**config.mk**
```make
export PLATFORM = sky130hd
export DESIGN_NAME = dcp_regs
export DESIGN_NICKNAME = d
export VERILOG_FILES = /design/src/verilog/dcp_pkg.sv /design/src/verilog/dcp_regs.sv /design/src/verilog/dcp_chan.sv
export SDC_FILE = /design/constraint.sdc
export NUM_CORES = 2
export LEC_CHECK = 0
export BUFFER_PORTS_ARGS = -buffer_cell sky130_fd_sc_hd__buf_2
export CAP_MARGIN = 20
export CORE_MARGIN = 2
export CORE_UTILIZATION = 58
export DETAILED_ROUTE_END_ITERATION = 12
export PLACE_DENSITY_LB_ADDON = 0.3
export SLEW_MARGIN = 20
export SYNTH_ARGS = -nofsm -noshare
export SYNTH_HDL_FRONTEND = slang
export SYNTH_SLANG_ARGS = --single-unit
```
**constraint.sdc**
```tcl
create_clock -name clk -period 4.9 [get_ports clk]
set_input_delay 0.98 -clock clk [delete_from_list [all_inputs] [get_ports clk]]
set_output_delay 0.98 -clock clk [all_outputs]
set_load 0.01 [all_outputs]
```
**src/verilog/dcp_pkg.sv**
```systemverilog
// Notes on behaviour
// - Each channel has 16-bit write-only base count
// - First byte low half, second byte high
// - Count offset shared; writes seed current count
// - Scatter/gather keeps reserve count in base
// - Channels 0-3 count bytes minus one
// - Channels 4-7 count 16-bit words
// - Decrement, wrap raises terminal count, autoinit reloads
// - Current low page gives address bits 23-16
// - Scatter/gather address carry/borrow adjusts low page
// - Plain transfers need no low page carry
// - Low page write loads current and base
// - Autoinit terminal count restores low page
// - Base low page holds reserve buffer address
// - Current high page gives address bits 31-24
// - Scatter/gather low page carry adjusts high page
// - Plain transfers need no high page carry
// - High page write loads current and base
// - Low page write clears current high page
// - Autoinit restores high page; base holds reserve
// - Eight identical channels, each own address
package dcp_pkg;
  localparam int NUM_CHAN = 8;
  localparam int CHAN_W   = 3;
  localparam int ADDR_W   = 8;
  // Register index within a channel's 8-slot window
  localparam logic [2:0] OFS_COUNT     = 3'h1;
  localparam logic [2:0] OFS_HIGH_PAGE = 3'h6;
  localparam logic [2:0] OFS_LOW_PAGE  = 3'h7;
  // Window base of channel n is n times the stride
  localparam logic [ADDR_W-1:0] CHAN_STRIDE = 8'h08;
  // Extra control registers above the channel windows
  localparam logic [ADDR_W-1:0] ADDR_BP_CLEAR   = 8'h40;
  localparam logic [ADDR_W-1:0] ADDR_AUTOINIT   = 8'h41;
  localparam logic [ADDR_W-1:0] ADDR_SG_MODE    = 8'h42;
  localparam logic [ADDR_W-1:0] ADDR_TC_STATUS  = 8'h43;
  localparam logic [ADDR_W-1:0] ADDR_CUR_COUNT  = 8'h48;
  localparam logic [15:0] COUNT_RESET = 16'h0000;
  localparam logic [15:0] COUNT_WRAP  = 16'hffff;
  localparam logic [7:0]  PAGE_RESET  = 8'h00;
  localparam logic [7:0]  PAGE_MAX    = 8'hff;
  localparam logic [7:0]  BYTE_ZERO   = 8'h00;

  // Register port request
  typedef struct packed {
    logic [ADDR_W-1:0] addr;
    logic [7:0]        wdata;
    logic              wr;
    logic              rd;
  } dcp_bus_s;

  // One transfer step from the engine
  typedef struct packed {
    logic [CHAN_W-1:0] chan;
    logic              step;
    logic              addr_carry;
    logic              addr_borrow;
  } dcp_xfer_s;

  // State of one channel
  typedef struct packed {
    logic [15:0] base_count;
    logic [15:0] cur_count;
    logic [7:0]  cur_low_page;
    logic [7:0]  base_low_page;
    logic [7:0]  cur_high_page;
    logic [7:0]  base_high_page;
  } dcp_chan_s;
endpackage

```
**src/verilog/dcp_regs.sv**
```systemverilog
// Implementation choice: the strobed register port.
`timescale 1ns/1ps
// Eight-channel count and page register file
module dcp_regs
  import dcp_pkg::*;
(
  // Clock and reset
  input  wire logic                      clk,
  input  wire logic                      reset,
  // Register port
  input  dcp_pkg::dcp_bus_s              bus,
  output logic [7:0]                     rdata,
  // Transfer engine side
  input  dcp_pkg::dcp_xfer_s             xfer,
  output logic [31:0]                    cur_addr_high,
  output logic [dcp_pkg::NUM_CHAN-1:0]   terminal_count_event,
  output logic [dcp_pkg::NUM_CHAN-1:0]   word_mode
);
  import dcp_pkg::*;

  // Whole-block register state
  typedef struct packed {
    logic                 byte_ptr;
    logic [NUM_CHAN-1:0]  autoinit;
    logic [NUM_CHAN-1:0]  sg_mode;
    logic [NUM_CHAN-1:0]  tc_sticky;
    logic [CHAN_W-1:0]    cnt_sel;
    logic [7:0]           rdata;
    logic [31:0]          page_out;
    logic [NUM_CHAN-1:0]  tc_out;
  } dcp_top_s;

  dcp_top_s  t_r, t_nxt;
  dcp_chan_s ch_st [NUM_CHAN];
  logic [NUM_CHAN-1:0] tc_p;
  logic [NUM_CHAN-1:0] wr_cnt, wr_lo, wr_hi;

  // Channel window decode
  function automatic logic hit(input logic [ADDR_W-1:0] a, input int c,
                               input logic [2:0] ofs);
    hit = (a == (ADDR_W'(c) * CHAN_STRIDE) + {{(ADDR_W-3){1'b0}}, ofs});
  endfunction

  genvar g;
  generate
    for (g = 0; g < NUM_CHAN; g++) begin : g_ch
      assign wr_cnt[g] = bus.wr && hit(bus.addr, g, OFS_COUNT);
      assign wr_lo[g]  = bus.wr && hit(bus.addr, g, OFS_LOW_PAGE);
      assign wr_hi[g]  = bus.wr && hit(bus.addr, g, OFS_HIGH_PAGE);
      dcp_chan u_chan (
        .clk          (clk),
        .reset        (reset),
        .wr_count     (wr_cnt[g]),
        .count_high   (t_r.byte_ptr),
        .wr_low_page  (wr_lo[g]),
        .wr_high_page (wr_hi[g]),
        .wdata        (bus.wdata),
        .autoinit     (t_r.autoinit[g]),
        .sg_mode      (t_r.sg_mode[g]),
        .step         (xfer.step && xfer.chan == CHAN_W'(g)),
        .addr_carry   (xfer.addr_carry),
        .addr_borrow  (xfer.addr_borrow),
        .state        (ch_st[g]),
        .tc_pulse     (tc_p[g])
      );
    end
  endgenerate

  always_comb begin
    for (int i = 0; i < NUM_CHAN; i++) begin
      word_mode[i] = (i >= NUM_CHAN / 2);
    end
  end

  assign rdata                = t_r.rdata;
  assign cur_addr_high        = t_r.page_out;
  assign terminal_count_event = t_r.tc_out;

  // Next block state
  always_comb begin
    t_nxt          = t_r;
    t_nxt.rdata    = BYTE_ZERO;
    t_nxt.tc_out   = tc_p;
    t_nxt.page_out = {ch_st[xfer.chan].cur_high_page, ch_st[xfer.chan].cur_low_page, 16'h0000};
    if (|wr_cnt) begin
      t_nxt.byte_ptr = !t_r.byte_ptr;
    end
    if (bus.wr) begin
      if (bus.addr == ADDR_BP_CLEAR) begin
        t_nxt.byte_ptr = 1'b0;
      end else if (bus.addr == ADDR_AUTOINIT) begin
        t_nxt.autoinit = bus.wdata;
      end else if (bus.addr == ADDR_SG_MODE) begin
        t_nxt.sg_mode = bus.wdata;
      end else if (bus.addr == ADDR_TC_STATUS) begin
        t_nxt.tc_sticky = t_r.tc_sticky & ~bus.wdata;
      end else if (bus.addr == ADDR_CUR_COUNT) begin
        t_nxt.cnt_sel = bus.wdata[CHAN_W-1:0];
      end
    end
    // Hardware set wins over clear
    t_nxt.tc_sticky = t_nxt.tc_sticky | tc_p;
    if (bus.rd) begin
      if (bus.addr == ADDR_AUTOINIT) begin
        t_nxt.rdata = t_r.autoinit;
      end else if (bus.addr == ADDR_SG_MODE) begin
        t_nxt.rdata = t_r.sg_mode;
      end else if (bus.addr == ADDR_TC_STATUS) begin
        t_nxt.rdata = t_r.tc_sticky;
      end else if (bus.addr == ADDR_CUR_COUNT) begin
        t_nxt.rdata = t_r.byte_ptr ? ch_st[t_r.cnt_sel].cur_count[15:8]
                                   : ch_st[t_r.cnt_sel].cur_count[7:0];
        t_nxt.byte_ptr = !t_r.byte_ptr;
      end else begin
        for (int i = 0; i < NUM_CHAN; i++) begin
          if (hit(bus.addr, i, OFS_LOW_PAGE)) begin
            t_nxt.rdata = ch_st[i].cur_low_page;
          end else if (hit(bus.addr, i, OFS_HIGH_PAGE)) begin
            t_nxt.rdata = ch_st[i].cur_high_page;
          end
        end
      end
    end
  end

  // Block registers
  always_ff @(posedge clk) begin
    if (reset) begin
      t_r <= '0;
    end else begin
      t_r <= t_nxt;
    end
  end
endmodule // dcp_regs

```
**src/verilog/dcp_chan.sv**
```systemverilog
`timescale 1ns/1ps
// One channel's count and page registers
module dcp_chan
  import dcp_pkg::*;
(
  // Clock and reset
  input  wire logic      clk,
  input  wire logic      reset,
  // Software writes, already decoded to this channel
  input  wire logic      wr_count,
  input  wire logic      count_high,
  input  wire logic      wr_low_page,
  input  wire logic      wr_high_page,
  input  wire logic [7:0] wdata,
  // Mode bits
  input  wire logic      autoinit,
  input  wire logic      sg_mode,
  // Transfer step
  input  wire logic      step,
  input  wire logic      addr_carry,
  input  wire logic      addr_borrow,
  // State and events
  output dcp_pkg::dcp_chan_s state,
  output logic           tc_pulse
);
  import dcp_pkg::*;

  dcp_chan_s st_r, st_nxt;
  logic      tc_r, tc_nxt;

  assign state    = st_r;
  assign tc_pulse = tc_r;

  // Next channel state
  always_comb begin
    st_nxt = st_r;
    tc_nxt = 1'b0;
    if (wr_count) begin
      if (count_high) begin
        st_nxt.base_count[15:8] = wdata;
        st_nxt.cur_count[15:8]  = wdata;
      end else begin
        st_nxt.base_count[7:0] = wdata;
        st_nxt.cur_count[7:0]  = wdata;
      end
    end else if (step) begin
      st_nxt.cur_count = st_r.cur_count - 16'h0001;
      if (st_r.cur_count == COUNT_RESET) begin
        tc_nxt = 1'b1;
        if (autoinit) begin
          st_nxt.cur_count = st_r.base_count;
        end
      end
    end
    if (step && sg_mode && !(autoinit && st_r.cur_count == COUNT_RESET)) begin
      if (addr_carry) begin
        st_nxt.cur_low_page = st_r.cur_low_page + 8'h01;
        if (st_r.cur_low_page == PAGE_MAX) begin
          st_nxt.cur_high_page = st_r.cur_high_page + 8'h01;
        end
      end else if (addr_borrow) begin
        st_nxt.cur_low_page = st_r.cur_low_page - 8'h01;
        if (st_r.cur_low_page == PAGE_RESET) begin
          st_nxt.cur_high_page = st_r.cur_high_page - 8'h01;
        end
      end
    end
    if (step && autoinit && st_r.cur_count == COUNT_RESET) begin
      st_nxt.cur_low_page  = st_r.base_low_page;
      st_nxt.cur_high_page = st_r.base_high_page;
    end
    if (wr_low_page) begin
      st_nxt.cur_low_page  = wdata;
      st_nxt.base_low_page = wdata;
      st_nxt.cur_high_page = PAGE_RESET;
    end
    if (wr_high_page) begin
      st_nxt.cur_high_page  = wdata;
      st_nxt.base_high_page = wdata;
    end
  end

  // State registers
  always_ff @(posedge clk) begin
    if (reset) begin
      st_r <= '{COUNT_RESET, COUNT_RESET, PAGE_RESET, PAGE_RESET, PAGE_RESET, PAGE_RESET};
      tc_r <= 1'b0;
    end else begin
      st_r <= st_nxt;
      tc_r <= tc_nxt;
    end
  end
endmodule // dcp_chan

```
==> results_dict.tcl <==
set metrics [dict create \
    status "completed" \
    portBuffers 57 \
    io_pins 82 \
    grt_max_degree 121 \
    async_flop_share_pct 0 \
    slew_violations 0 \
    area_growth_pct 8.35 \
    cts.path.max_buffers 3 \
    postSynthCellCount 4587 \
    cp_top_family "compound AO/OA/AOI/OAI gates" \
    insertion_delay_ps 640 \
    cts_hold_buf 0 \
    finalSetupTns_ps 0 \
    synth-main-ff-cell "dfxtp_1" \
    cp.required_ps 5450 \
    worstPathArrival_ps 4430 \
    maxCapViolCount 0 \
    clock-sinks 580 \
    min_period_over_period_pct 79.1 \
    drc 0 \
    start_util_pct 58.5 \
    cts_resized 0 \
    dr.pass1.iters 6 \
    coreArea_mm2 0.0616 \
    grt_pass1_wl_um 200000 \
    hold_depth 2 \
    ant_nets 0 \
    p_per_area_mw_per_mm2 293 \
    timing.slew.headroom_pct 22.2 \
    rows 91 \
    hold_violations 0 \
    syn_area_mm2 0.0360 \
    synth_edf_count 0 \
    die_x_um 253 \
    cpMaxStageDelayCell "nand4b_1" \
    cellLeakagePower_nw 14.5 \
    num_vias 36300 \
    final_layout_size_suffix_gt1_share_pct 10.1 \
    cp-start-kind "flip-flop" \
    yosysWarnings 0 \
    min_period_ps 3880 \
    antenna_found_initial 10 \
    grt_pass1_vias 32100 \
    post-route-util_pct 63.4 \
    dieArea_mm2 0.0642 \
    clk_pin_slew_ps 60 \
    die_h_um 253 \
    fmax_ghz 0.258 \
    critical-path-max-stage-delay_ps 850 \
    vias_per_cell 6.78 \
    nNetsFinal 4610 \
    place_congestion 1.03 \
    final.setup_skew_ps 30.4 \
    vdd_drop_max_mv 0.210 \
    cts_tree "built" \
    cts_root_buffer "clkbuf_16" \
    dpl_cell_area_mm2 0.0368 \
    path_buf_inv 1 \
    cts_setup_buffers 0 \
    cts_htree_levels 3 \
    dp_hpwl_um 92300 \
    n_fill_cell 5527 \
    cp_num_cells 8 \
    path_cells "inv_1 > ha_1 > nor4b_1 > nand4b_1 > a21oi_1 > a21oi_1 > a311o_1 > a21oi_1" \
    ys_seq_elements 580 \
    drt_iter0_drc 5083 \
    cp_common_cell "a21oi_1" \
    worst-path-max-fanout 10 \
    numCtsBuffers 68 \
    avgRoutedWirePerCell_um 24.9 \
    cp-end-kind "flip-flop" \
    reg2reg_depth 8 \
    hold_path_class "flip-flop to flip-flop" \
    gr-usage-all-layers_pct 40.6 \
    setup_viol 0 \
    tightest_slew_ps 1160 \
    ys_seq_area_share_pct 32.2 \
    finalPower_mw 11.4 \
    grt_overflow 0 \
    wirelength_um 134000 \
    yosysUniqueCellTypes 104 \
    fin_area_mm2 0.0391 \
    synth.avg_cell_area_um2 7.86 \
    path_class "flip-flop to flip-flop" \
    rsz0062_at_grt "false" \
]
[registers in the layout, indices dropped and copies added, names as in the netlist]
name and flops:
g_ch.u_chan.tc_pulse 8, cur_addr_high 16, g_ch.u_chan.state 512, t_r 28, terminal_count_event 8, rdata 8
[metrics by stage]
stage / std cells / hold WS (ps) / setup slack [ps]
2_1_floorplan: 4609 / 429 / 95.2
3_3_place_gp: 5230 / 437 / 968
3_5_place_dp: 5230 / 442 / 921
4_1_cts: 5350 / 450 / 1300
5_1_grt: 5351 / 468 / 1100
6_report: 5355 / 450 / 1020
[path summary, 6_finish.rpt]
path	startpoint	end	slack, ps
setup reg to reg	g_ch[1].u_chan.state[32]	g_ch[1].u_chan.state[25]	1020
hold / removal	g_ch[4].u_chan.state[3]	g_ch[4].u_chan.state[3]	450
hold reg to reg	g_ch[4].u_chan.state[3]	g_ch[4].u_chan.state[3]	450
setup / recovery	g_ch[1].u_chan.state[32]	g_ch[1].u_chan.state[25]	1020
[where the power goes]
group	switching, mW	internal, mW
clock	2.17	3.02
sequential	0.0910	4.76
combinational	0.888	0.519
total	3.15	8.30
[metal layers]
layer / track usage [%] / routed length, um / vias to the layer above
met5: 0 / 59 / -
li1: - / - / 16400
met1: 56.7 / 53700 / 17100
met4: 18.4 / 6520 / 10
met2: 56.7 / 54200 / 2307
met3: 12.7 / 19100 / 445
[cells in the mapped netlist, types with 18 or more instances]
cell type  count  area, um^2
a211oi_1     138        1040
a21o_1        44         330
a21oi_1      427        2140
a221oi_1      23         201
a22oi_1       18         135
a311oi_1      37         324
a31oi_1       36         225
and3_1        26         163
buf_4         58         435
clkbuf_1     302        1130
dfxtp_1      580       11600
ha_1         104        1300
inv_1         57         214
mux2_2        21         236
mux2i_1       78         781
mux4_2        70        1580
nand2_1      780        2930
nand3_1      115         576
nand4_1       46         288
nor2_1       396        1490
nor2b_1       20         125
nor3_1       102         510
nor4_1        47         294
o211ai_1     129         968
o21a_1        28         210
o21ai_0      261        1310
o21bai_1      18         135
o22ai_1       28         175
o31ai_1       18         135
or3_1         41         257
xnor2_1      104         911
xor2_1        68         596
[cell usage in the layout (no fill, tap or decap), types with 36 or more instances in the layout]
master,Yosys,layout
a211oi_1,138,138
a21o_1,44,44
a21oi_1,427,427
a311oi_1,37,37
a31oi_1,36,36
buf_2,15,57
buf_4,58,112
clkbuf_16,0,69
dfxtp_1,580,579
ha_1,104,104
inv_1,57,56
mux2i_1,78,78
mux4_2,70,70
nand2_1,780,780
nand3_1,115,115
nand4_1,46,46
nor2_1,396,396
nor3_1,102,101
nor4_1,47,47
o211ai_1,129,129
o21ai_0,261,261
or3_1,41,41
xnor2_1,104,104
xor2_1,68,68
[tightest hold or removal path: stages (launching register included)]
cell and delay, ps:
dfxtp_1 300, nand2_1 50, a21oi_1 50
[cells by family after synthesis]
family                   synth area share, %
AND/OR/NAND/NOR                         21.8
AO/OA/AOI/OAI                           24.7
flip-flops                              32.2
buffers and inverters                   5.43
XOR/XNOR                                4.18
multiplexers                            7.20
adder cells (fa/ha/maj)                 4.50
other                                 0.0208
[cell type report]
class                           count  area [um^2]  area share, %
Sequential cell                   580        11600           29.7
Timing Repair Buffer              177         1280           3.28
Antenna cell                        4         10.0         0.0256
Tap cell                          837         1050           2.68
Clock inverter                     23          248          0.634
Clock buffer                       97         2000           5.13
Multi-Input combinational cell   3578        22600           57.9
Inverter                           59          225          0.577
Note: power is estimated with default switching activity, not from simulation.
